File: config.mk
export PLATFORM = sky130hd
export DESIGN_NAME = prp_rx
export DESIGN_NICKNAME = d
export VERILOG_FILES = /design/src/rtl/prp_pkg.sv /design/src/rtl/prp_rx.sv
export SDC_FILE = /design/constraint.sdc
export NUM_CORES = 2
export LEC_CHECK = 0
export ABC_CLOCK_PERIOD_IN_PS = 11300
export BUFFER_PORTS_ARGS = -buffer_cell sky130_fd_sc_hd__buf_2
export CAP_MARGIN = 20
export CORE_MARGIN = 5
export CORE_UTILIZATION = 60
export DETAILED_ROUTE_END_ITERATION = 10
export PLACE_DENSITY = 0.77
export SLEW_MARGIN = 15
export SYNTH_ARGS = -nofsm -noshare
export SYNTH_HDL_FRONTEND = slang
export SYNTH_SLANG_ARGS = --single-unit
export TNS_END_PERCENT = 5
File: constraint.sdc
create_clock -name clk_sys_i -period 11.3 [get_ports clk_sys_i]
set_input_delay 0 -clock clk_sys_i [delete_from_list [all_inputs] [get_ports clk_sys_i]]
set_output_delay 0 -clock clk_sys_i [all_outputs]
set_load 0.05 [all_outputs]
File: src/rtl/prp_pkg.sv
package prp_pkg;
    localparam int GRP_W    = 10;
    localparam int GRP_N    = 3;
    localparam int BUS_W    = GRP_W * GRP_N;
    localparam int COL_W    = 8;
    localparam int COL_LSB  = GRP_W - COL_W;
    localparam int PIX_W    = COL_W * GRP_N;
    localparam int WORD_W   = PIX_W + 2;
    localparam int FIFO_DEPTH = 32;
    localparam int RED_LSB  = 2 * COL_W;
    localparam int GRN_LSB  = COL_W;
    localparam int BLU_LSB  = 0;
    localparam int SOF_BIT  = PIX_W + 1;
    localparam int SOL_BIT  = PIX_W;

    typedef logic [1:0] prp_grp_sel_t;
    localparam prp_grp_sel_t GRP_A    = 2'h0;
    localparam prp_grp_sel_t GRP_B    = 2'h1;
    localparam prp_grp_sel_t GRP_C    = 2'h2;
    localparam prp_grp_sel_t GRP_NONE = 2'h3;
endpackage

File: src/rtl/prp_rx.sv
`timescale 1ns/1ps
`default_nettype none

module prp_fifo #(
    parameter int WIDTH = 26,
    parameter int DEPTH = 32
) (
    input  wire logic             clk_sys_i,
    input  wire logic             rstn_i,
    input  wire logic [WIDTH-1:0] in_data_i,
    input  wire logic             in_valid_i,
    output logic                  in_ready_o,
    output logic [WIDTH-1:0]      out_data_o,
    output logic                  out_valid_o,
    input  wire logic             out_ready_i
);
    localparam int AW = $clog2(DEPTH);

    logic [WIDTH-1:0] mem_reg [DEPTH];
    logic [AW:0]      wptr_reg;
    logic [AW:0]      rptr_reg;
    logic             push;
    logic             pop;

    assign out_valid_o = (wptr_reg != rptr_reg);
    assign in_ready_o  = (wptr_reg[AW-1:0] != rptr_reg[AW-1:0]) || (wptr_reg[AW] == rptr_reg[AW]);
    assign out_data_o  = mem_reg[rptr_reg[AW-1:0]];
    assign push        = in_valid_i && in_ready_o;
    assign pop         = out_valid_o && out_ready_i;

    always_ff @(posedge clk_sys_i) begin
        if (push) begin
            mem_reg[wptr_reg[AW-1:0]] <= in_data_i;
        end
    end
    always_ff @(posedge clk_sys_i or negedge rstn_i) begin
        if (!rstn_i) begin
            wptr_reg <= '0;
            rptr_reg <= '0;
        end else begin
            wptr_reg <= wptr_reg + (AW+1)'(push);
            rptr_reg <= rptr_reg + (AW+1)'(pop);
        end
    end
endmodule

module prp_port (
    input  wire logic                         clk_sys_i,
    input  wire logic                         rstn_i,
    input  wire logic                         pclk_sync_i,
    input  wire logic [prp_pkg::BUS_W-1:0]    pixel_bus_i,
    input  wire logic                         frame_sync_i,
    input  wire logic                         line_sync_i,
    input  wire logic                         pixel_valid_i,
    input  wire prp_pkg::prp_grp_sel_t        red_sel_i,
    input  wire prp_pkg::prp_grp_sel_t        grn_sel_i,
    input  wire prp_pkg::prp_grp_sel_t        blu_sel_i,
    output logic [prp_pkg::PIX_W-1:0]         pix_data_o,
    output logic                              pix_sof_o,
    output logic                              pix_sol_o,
    output logic                              pix_valid_o,
    input  wire logic                         pix_ready_i,
    output logic                              frame_tick_o,
    output logic                              frame_repeat_o,
    output logic                              overflow_o
);
    import prp_pkg::*;

    // upper eight lines of the selected ten-bit group
    function automatic logic [COL_W-1:0] pick_colour(input logic [BUS_W-1:0] bus,
                                                     input prp_grp_sel_t     sel);
        case (sel)
            GRP_A:   return bus[0*GRP_W+COL_LSB +: COL_W];
            GRP_B:   return bus[1*GRP_W+COL_LSB +: COL_W];
            GRP_C:   return bus[2*GRP_W+COL_LSB +: COL_W];
            default: return '0;
        endcase
    endfunction
    logic [BUS_W-1:0]  bus_s1_reg;
    logic [BUS_W-1:0]  bus_s2_reg;
    logic [2:0]        ctl_s1_reg;
    logic [2:0]        ctl_s2_reg;
    logic              pclk_d_reg;
    logic              fs_d_reg;
    logic              ls_d_reg;
    logic              sof_pend_reg;
    logic              sol_pend_reg;
    logic              seen_reg;
    logic              pclk_rise;
    logic              frame_edge;
    logic              line_edge;
    logic              wr_valid;
    logic              wr_ready;
    logic [WORD_W-1:0] wr_word;
    logic [WORD_W-1:0] rd_word;
    logic              rd_valid;
    logic              rd_ready;

    // ctl bits: 2 frame sync, 1 line sync, 0 valid; the source is asynchronous to clk_sys
    always_ff @(posedge clk_sys_i or negedge rstn_i) begin
        if (!rstn_i) begin
            bus_s1_reg <= '0;
            bus_s2_reg <= '0;
            ctl_s1_reg <= '0;
            ctl_s2_reg <= '0;
        end else begin
            bus_s1_reg <= pixel_bus_i;
            bus_s2_reg <= bus_s1_reg;
            ctl_s1_reg <= {frame_sync_i, line_sync_i, pixel_valid_i};
            ctl_s2_reg <= ctl_s1_reg;
        end
    end

    assign pclk_rise  = pclk_sync_i && !pclk_d_reg;
    assign frame_edge = pclk_rise && ctl_s2_reg[2] && !fs_d_reg;
    assign line_edge  = pclk_rise && ctl_s2_reg[1] && !ls_d_reg;
    assign wr_valid   = pclk_rise && ctl_s2_reg[0];
    assign wr_word[RED_LSB +: COL_W] = pick_colour(bus_s2_reg, red_sel_i);
    assign wr_word[GRN_LSB +: COL_W] = pick_colour(bus_s2_reg, grn_sel_i);
    assign wr_word[BLU_LSB +: COL_W] = pick_colour(bus_s2_reg, blu_sel_i);
    assign wr_word[SOF_BIT] = sof_pend_reg || frame_edge;
    assign wr_word[SOL_BIT] = sol_pend_reg || line_edge;

    always_ff @(posedge clk_sys_i or negedge rstn_i) begin
        if (!rstn_i) begin
            pclk_d_reg <= 1'b0;
            fs_d_reg   <= 1'b0;
            ls_d_reg   <= 1'b0;
        end else begin
            pclk_d_reg <= pclk_sync_i;
            if (pclk_rise) begin
                fs_d_reg <= ctl_s2_reg[2];
                ls_d_reg <= ctl_s2_reg[1];
            end
        end
    end
    always_ff @(posedge clk_sys_i or negedge rstn_i) begin
        if (!rstn_i) begin
            sof_pend_reg <= 1'b0;
            sol_pend_reg <= 1'b0;
        end else begin
            sof_pend_reg <= !wr_valid && (sof_pend_reg || frame_edge);
            sol_pend_reg <= !wr_valid && (sol_pend_reg || line_edge);
        end
    end

    always_ff @(posedge clk_sys_i or negedge rstn_i) begin
        if (!rstn_i) begin
            seen_reg       <= 1'b0;
            frame_tick_o   <= 1'b0;
            frame_repeat_o <= 1'b0;
        end else begin
            frame_tick_o <= frame_edge;
            if (frame_edge) begin
                frame_repeat_o <= !seen_reg;
                seen_reg       <= wr_valid;
            end else if (wr_valid) begin
                seen_reg <= 1'b1;
            end
        end
    end

    // source cannot stall, so a pixel meeting a full fifo is dropped and flagged
    always_ff @(posedge clk_sys_i or negedge rstn_i) begin
        if (!rstn_i) begin
            overflow_o <= 1'b0;
        end else begin
            overflow_o <= (wr_valid && !wr_ready) || (overflow_o && !frame_edge);
        end
    end

    prp_fifo #(
        .WIDTH (WORD_W),
        .DEPTH (FIFO_DEPTH)
    ) u_fifo (
        .clk_sys_i   (clk_sys_i),
        .rstn_i      (rstn_i),
        .in_data_i   (wr_word),
        .in_valid_i  (wr_valid),
        .in_ready_o  (wr_ready),
        .out_data_o  (rd_word),
        .out_valid_o (rd_valid),
        .out_ready_i (rd_ready)
    );

    // output register keeps every output on a flop
    assign rd_ready = !pix_valid_o || pix_ready_i;
    always_ff @(posedge clk_sys_i or negedge rstn_i) begin
        if (!rstn_i) begin
            pix_valid_o <= 1'b0;
            pix_data_o  <= '0;
            pix_sof_o   <= 1'b0;
            pix_sol_o   <= 1'b0;
        end else if (rd_ready) begin
            pix_valid_o <= rd_valid;
            pix_data_o  <= rd_word[PIX_W-1:0];
            pix_sof_o   <= rd_word[SOF_BIT];
            pix_sol_o   <= rd_word[SOL_BIT];
        end
    end
endmodule

module prp_rx (
    input  wire logic                         clk_sys_i,
    input  wire logic                         rstn_i,
    input  wire logic                         port_one_pixel_clock_i,
    input  wire logic                         port_two_pixel_clock_i,
    input  wire logic                         spare_pixel_clock_i,
    input  wire logic [prp_pkg::BUS_W-1:0]    port_one_pixel_bus_i,
    input  wire logic                         port_one_frame_sync_i,
    input  wire logic                         port_one_line_sync_i,
    input  wire logic                         port_one_pixel_valid_i,
    input  wire logic [prp_pkg::BUS_W-1:0]    port_two_pixel_bus_i,
    input  wire logic                         port_two_frame_sync_i,
    input  wire logic                         port_two_line_sync_i,
    input  wire logic                         port_two_pixel_valid_i,
    input  wire logic [1:0]                   use_spare_clock_i,
    input  wire prp_pkg::prp_grp_sel_t        red_sel_i [2],
    input  wire prp_pkg::prp_grp_sel_t        grn_sel_i [2],
    input  wire prp_pkg::prp_grp_sel_t        blu_sel_i [2],
    output logic [prp_pkg::PIX_W-1:0]         pix_data_o [2],
    output logic [1:0]                        pix_sof_o,
    output logic [1:0]                        pix_sol_o,
    output logic [1:0]                        pix_valid_o,
    input  wire logic [1:0]                   pix_ready_i,
    output logic [1:0]                        frame_tick_o,
    output logic [1:0]                        frame_repeat_o,
    output logic [1:0]                        overflow_o
);
    import prp_pkg::*;
    logic [2:0] clk_s1_reg;
    logic [2:0] clk_s2_reg;
    logic [1:0] pclk_sel;

    always_ff @(posedge clk_sys_i or negedge rstn_i) begin
        if (!rstn_i) begin
            clk_s1_reg <= '0;
            clk_s2_reg <= '0;
        end else begin
            clk_s1_reg <= {spare_pixel_clock_i, port_two_pixel_clock_i, port_one_pixel_clock_i};
            clk_s2_reg <= clk_s1_reg;
        end
    end

    assign pclk_sel[0] = use_spare_clock_i[0] ? clk_s2_reg[2] : clk_s2_reg[0];
    assign pclk_sel[1] = use_spare_clock_i[1] ? clk_s2_reg[2] : clk_s2_reg[1];

    prp_port u_port_one (
        .clk_sys_i      (clk_sys_i),
        .rstn_i         (rstn_i),
        .pclk_sync_i    (pclk_sel[0]),
        .pixel_bus_i    (port_one_pixel_bus_i),
        .frame_sync_i   (port_one_frame_sync_i),
        .line_sync_i    (port_one_line_sync_i),
        .pixel_valid_i  (port_one_pixel_valid_i),
        .red_sel_i      (red_sel_i[0]),
        .grn_sel_i      (grn_sel_i[0]),
        .blu_sel_i      (blu_sel_i[0]),
        .pix_data_o     (pix_data_o[0]),
        .pix_sof_o      (pix_sof_o[0]),
        .pix_sol_o      (pix_sol_o[0]),
        .pix_valid_o    (pix_valid_o[0]),
        .pix_ready_i    (pix_ready_i[0]),
        .frame_tick_o   (frame_tick_o[0]),
        .frame_repeat_o (frame_repeat_o[0]),
        .overflow_o     (overflow_o[0])
    );

    prp_port u_port_two (
        .clk_sys_i      (clk_sys_i),
        .rstn_i         (rstn_i),
        .pclk_sync_i    (pclk_sel[1]),
        .pixel_bus_i    (port_two_pixel_bus_i),
        .frame_sync_i   (port_two_frame_sync_i),
        .line_sync_i    (port_two_line_sync_i),
        .pixel_valid_i  (port_two_pixel_valid_i),
        .red_sel_i      (red_sel_i[1]),
        .grn_sel_i      (grn_sel_i[1]),
        .blu_sel_i      (blu_sel_i[1]),
        .pix_data_o     (pix_data_o[1]),
        .pix_sof_o      (pix_sof_o[1]),
        .pix_sol_o      (pix_sol_o[1]),
        .pix_valid_o    (pix_valid_o[1]),
        .pix_ready_i    (pix_ready_i[1]),
        .frame_tick_o   (frame_tick_o[1]),
        .frame_repeat_o (frame_repeat_o[1]),
        .overflow_o     (overflow_o[1])
    );
endmodule

`default_nettype wire

### Yosys cells after proc, flatten, opt, wreduce, memory -nomap -nowiden

Memories as Yosys holds them, arrays and structs flattened. A register that Yosys moved wholly into a read port is not among the register bits.
Cells that the tools add are included.

| storage, ports and cells | value |
|---|---|
| flip-flop bits (word level) | 182 |
| latch bits | 0 |
| bits in writable memories | 1664 |
| memory bits (read-only) | 0 |
| input port bits | 87 |
| output and inout port bits | 60 |
| word-level logic and storage cells | 134 |
| memories kept | 2 |

| cells by class | value |
|---|---|
| add/subtract/negate cells | 4 |
| multipliers | 0 |
| divide/modulo/power cells | 0 |
| magnitude comparators | 0 |
| equal/unequal tests | 18 |
| shift operators | 0 |
| mux-type cells | 16 |
| bitwise gates (word level) | 0 |
| reduce and logical (&&, ||, !) cells | 60 |

Memories:

| name | words | bits a word | rd ports | clocked after memory_dff | wr ports | line | text |
|---|---|---|---|---|---|---|---|
| u_port_one.u_fifo.mem_reg | 32 | 26 | 1 | 1 | 1 | prp_rx.sv:19 | `logic [WIDTH-1:0] mem_reg [DEPTH];` |
| u_port_two.u_fifo.mem_reg | 32 | 26 | 1 | 1 | 1 | prp_rx.sv:19 |  |

Operator list:

| kind | count |
|---|---|
| $pmux W8 S3 | 6 |
| $add A6 B1 Y6 | 4 |
| $logic_and A1 B1 Y1 | 24 |
| $logic_not A1 Y1 | 18 |
| $eq A2 B1 Y1 const B | 6 |
| $eq A2 B2 Y1 const B | 6 |
| $logic_not A2 Y1 | 6 |
| $ne A6 B6 Y1 | 2 |
| $logic_or A1 B1 Y1 | 10 |
| $mux W1 | 10 |
| $ne A5 B5 Y1 | 2 |
| $reduce_bool A2 Y1 | 2 |
| $eq A1 B1 Y1 | 2 |

### Depth between registers and ports, before layout

| logic depth | value |
|---|---|
| depth after elaboration | 7 |
| gate-level depth with buffers | 11 |

### Cells and area by module

From an unflattened synthesis, not the netlist that was laid out.

| second synthesis, totals | value |
|---|---|
| cells, all modules | 3398 |
| area, all modules | 72235.5 um^2 |

By module, submodules not included:

| module | times used | cells each | area each (um^2) |
|---|---|---|---|
| prp_fifo | 2 | 1495 | 32698.9 |
| prp_port | 2 | 200 | 3330.7 |
| prp_rx | 1 | 8 | 176.4 |

### Worst setup path before layout

OpenSTA, ideal clock, no wires.

| timing | value |
|---|---|
| path type | flip-flop to flip-flop |
| start point | register u_port_one.u_fifo.wptr_reg[1] |
| end point | memory u_port_one.u_fifo.mem_reg[18][0], enable pin |
| data arrival time | 3.892 ns |
| setup slack | 6.924 ns |
| stages on the path, launching flop included | 7 |
| period minus slack after synthesis | 4.376 ns |
| cells stage by stage | dfrtp_1 > clkbuf_1 > xnor2_1 > nand3_1 > o31ai_1 > clkbuf_1 > nor4b_1 |

| on the way | value |
|---|---|
| cells in the longest elaborated chain, start to end | 5 |

Ends and longest elaborated chain:

| what | line | text |
|---|---|---|
| start, declared | prp_rx.sv:20 | `logic [AW:0] wptr_reg;` |
| start signal, assigned | prp_rx.sv:41 | `wptr_reg <= wptr_reg + (AW+1)'(push);` |
| $ne A5 B5 Y1 | prp_rx.sv:26 | `assign in_ready_o = (wptr_reg[AW-1:0] != rptr_reg[AW-1:0]) \|\| (wptr_reg[AW] == rptr_reg[AW]);` |
| $logic_or A1 B1 Y1 | prp_rx.sv:26 |  |
| $logic_and A1 B1 Y1 | prp_rx.sv:28 | `assign push = in_valid_i && in_ready_o;` |
| $mux W1 | prp_rx.sv:32 | `if (push) begin` |
| $mux W1 (not written as such) | prp_rx.sv:33 | `mem_reg[wptr_reg[AW-1:0]] <= in_data_i;` |
| end, declared | prp_rx.sv:19 |  |

Several ways; a longest one is shown, not always the timed one.

==> impl_metrics.csv <==
group,metric,value,unit
sta,min_period_over_period,0.344,
sta,fmax,257,MHz
cts,cts_buffers,178,
cts,cts_root_buf,"clkbuf_16",
pwr,power.switching,5.65,mW
cts,cts_resized,0,
sta,slew-limit-headroom,0.216,
final_layout,drive_above_1_share,0.307,
critical_path,cp-end-kind,"flop",
yosys,synthArstFlopShare,0.112,
final_layout,final_net_count,3979,
yosys,synth_nets,3590,
floorplanning,dieArea,127000,um^2
routing,dr.pass1.iters,6,
place,port_buffers,134,
yosys,yosysSeqAreaShare,0.769,
critical_path,critPathKind,"reg -> reg",
critical_path,startpoint,"u_port_two.u_fifo.rptr_reg[0]",
routing,vias_per_cell,6.50,
critical_path,r2r-start,"u_port_two.u_fifo.rptr_reg[0]",
cts,cts_tree,"built",
critical_path,r2r_slack,7410,ps
place,gp_congestion,0.825,
critical_path,endpoint,"u_port_two.pix_data_o[22]",
floorplanning,die_x,356,um
critical_path,cp.required,11980,ps
place,dp_cells,5183,
grt,grt_max_degree,87,
sta,rsz0062_at_grt,"no",
floorplanning,start_util,0.601,
cts,clkTransAtPathRegs,60,ps
sta,worstMarginPinSlew,1170,ps
yosys,yosysUniqueCellTypes,48,
run_status,outcome,"complete, no violations",
routing,wire_per_inst,30.4,um
grt,grt_pass1_vias,38000,
grt,grt_usage,0.272,
cts,cts.path.max_buffers,3,
yosys,yosys_warnings,0,
sta,fin_tns_setup,0,ps
pwr,p_comb_frac,0.253,
pwr,leakagePower,27.5,nW
sta,slew_violations,0,
yosys,yosys.area.top_type,"edfxtp_1",
routing,dr.first_iter.drc_count,4227,
job,maxCapViolations,0,
sta,finClkSkew,33.4,ps
grt,antenna_found_initial,3,
critical_path,critPathArrivalTime,4570,ps
yosys,synthesis.area,71800,um^2
place,dpl.hpwl,94.4,mm
pwr,ir_drop,0.000211,V
final_layout,area_delta_synth_final,14.5,%
routing,ant_nets,0,
routing,via_count,36600,
final_layout,layout_common_cells,"edfxtp_1, mux2_2, mux4_2, mux2i_1, dfrtp_1",
pwr,p_sw_frac,0.301,
yosys,synth_ff_type,"edfxtp_1",
final_layout,layout.cells.non_filler,5639,
yosys,synth_area_leaders,"edfxtp_1, mux4_2, dfrtp_1",
grt,gr-total-overflow,0,
pwr,p_per_area,228,nW/um^2
critical_path,startpoint_type,"flop",
critical_path,reg2reg_to,"u_port_two.pix_data_o[22]",
critical_path,crit_path_max_fanout,52,
yosys,yosysTopAreaCellShare,0.695,
sta,setup_violations,0,
sta,post-route-min-period,3890,ps
yosys,syn_avg_cell_area,20.6,um^2
grt,grt_pass1_wl,250,mm
yosys,synth_edf_count,1664,
pwr,p_int,13.1,mW
yosys,ys_ff_latch,1874,
pwr,power_frac_seq,0.446,
floorplanning,io_pins,147,
worst_hold_path,holdCritPathClass,"in -> reg",
floorplanning,fp.dieH,356,um
cts,cts.sinks,1874,
final_layout,layout_commonest_cell,"edfxtp_1",
floorplanning,rows,127,
floorplanning,core_area,119000,um^2
routing,drc,0,
cts,htreeDepth,4,
routing,routed_wirelength,171,mm
cts,clock_latency,790,ps
critical_path,rr_worst_depth,6,
yosys,synthCells,3495,
sta,hold_violations,0,
pwr,clkPwrFrac,0.301,
==> synthesized netlist by cell type, types with 2 or more instances <==
cell type  number
buf_1          12
o21ai_0        52
nor2_1         33
buf_4          34
mux4_2        260
nor2b_1        10
o221a_2        26
and3_1          3
and2_1          6
xor2_1          8
a211o_1        26
nand2_1       139
nor4_1         28
nor4b_1         6
nor3b_1         8
ha_1            8
buf_6          21
buf_2          66
a222oi_1       52
edfxtp_1     1664
o211a_1        26
o22ai_1        26
dfrtp_1       210
a31o_2          2
nor3_1         29
xnor2_1        21
nand3b_1        4
inv_1          11
nand2b_1        7
clkbuf_1       90
mux2i_1       206
nor3b_2         2
and3b_1         4
a22oi_1        26
mux2_2        264
nand3_1        11
or2_2           5
o2111ai_1      78
or3_1           2
==> critical path: stages, from the launching register on <==
cell and delay (ps):
dfrtp_4 950, buf_4 820, buf_4 730, mux2_2 410, a222oi_1 380, o2111ai_1 230, o221a_2 190
==> worst min-delay path by stage <==
stage / from / endpoint / slack (ps) / cells past startpoint
global route: red_sel_i[2] / u_port_one.u_fifo.mem_reg[30][22] / 70 / 3
detailed placement: rstn_i / u_port_two.pix_data_o[9] / 50 / 1
CTS: red_sel_i[0] / u_port_two.u_fifo.mem_reg[8][20] / 7 / 3
finish: blu_sel_i[0] / u_port_two.u_fifo.mem_reg[25][6] / 80 / 3
floorplan: rstn_i / clk_s1_reg[0] / -300 / 0
global placement: rstn_i / u_port_two.pix_data_o[9] / 40 / 1
==> cell families (layout without fill, tap and decap cells) <==
| logic type | after synthesis | count (layout) | share of synthesized area |
|---|---|---|---|
| compound gates | 321 | 321 | 0.0374 |
| xor+xnor | 29 | 29 | 0.00354 |
| fa+ha+maj | 8 | 8 | 0.00139 |
| buf+inv | 234 | 765 | 0.0173 |
| flops | 1874 | 1874 | 0.769 |
| mux | 730 | 730 | 0.152 |
| other cells | 0 | 1 | 0 |
| simple gates | 299 | 299 | 0.0201 |
==> per-layer routing <==
metal / global-route usage / vias to the layer above / part of all wire
met5: 0 / - / 0.000076
met3: 0.0498 / 374 / 0.082
met2: 0.466 / 1926 / 0.52
met4: 0.107 / 2 / 0.040
met1: 0.348 / 19200 / 0.36
li1: - / 15200 / -
==> power groups by stage <==
stage                     logic [mW]  registers [mW]  clock network, mW
after floorplan                 3.43            8.46                  0
after global placement          4.57            8.50                  0
after detailed placement        4.66            8.51                  0
after CTS                       4.74            8.38               5.71
after global routing            4.99            8.41               6.04
final                           4.74            8.38               5.65
==> through the flow <==
step	instance area, um^2	total power [mW]	setup WS (ps)	hold slack, ps	util
finish	82300	18.8	7410	79.3	0.689
global route	82300	19.4	7120	71.5	0.689
CTS	82100	18.8	7340	6.55	0.687
detailed placement	75300	13.2	7370	47.3	0.630
global placement	75200	13.1	7390	38.3	0.630
floorplan	71800	11.9	6920	-296	-
==> layout make-up <==
class / count / area [um^2]
Sequential cell: 1874 / 55200
Fill cell: 7158 / 37200
Multi-Input combinational cell: 1387 / 16100
Clock buffer: 250 / 4990
Timing Repair Buffer: 432 / 3330
Tap cell: 1612 / 2020
Clock inverter: 72 / 546
Inverter: 11 / 41.3
Antenna cell: 1 / 2.50
==> what timing repair did <==
item,in CTS,in global routing
buffers inserted,0,0
hold endpoints to repair,575,7
hold buffers,126,2
No activity file was read; power rests on OpenSTA's default activity.
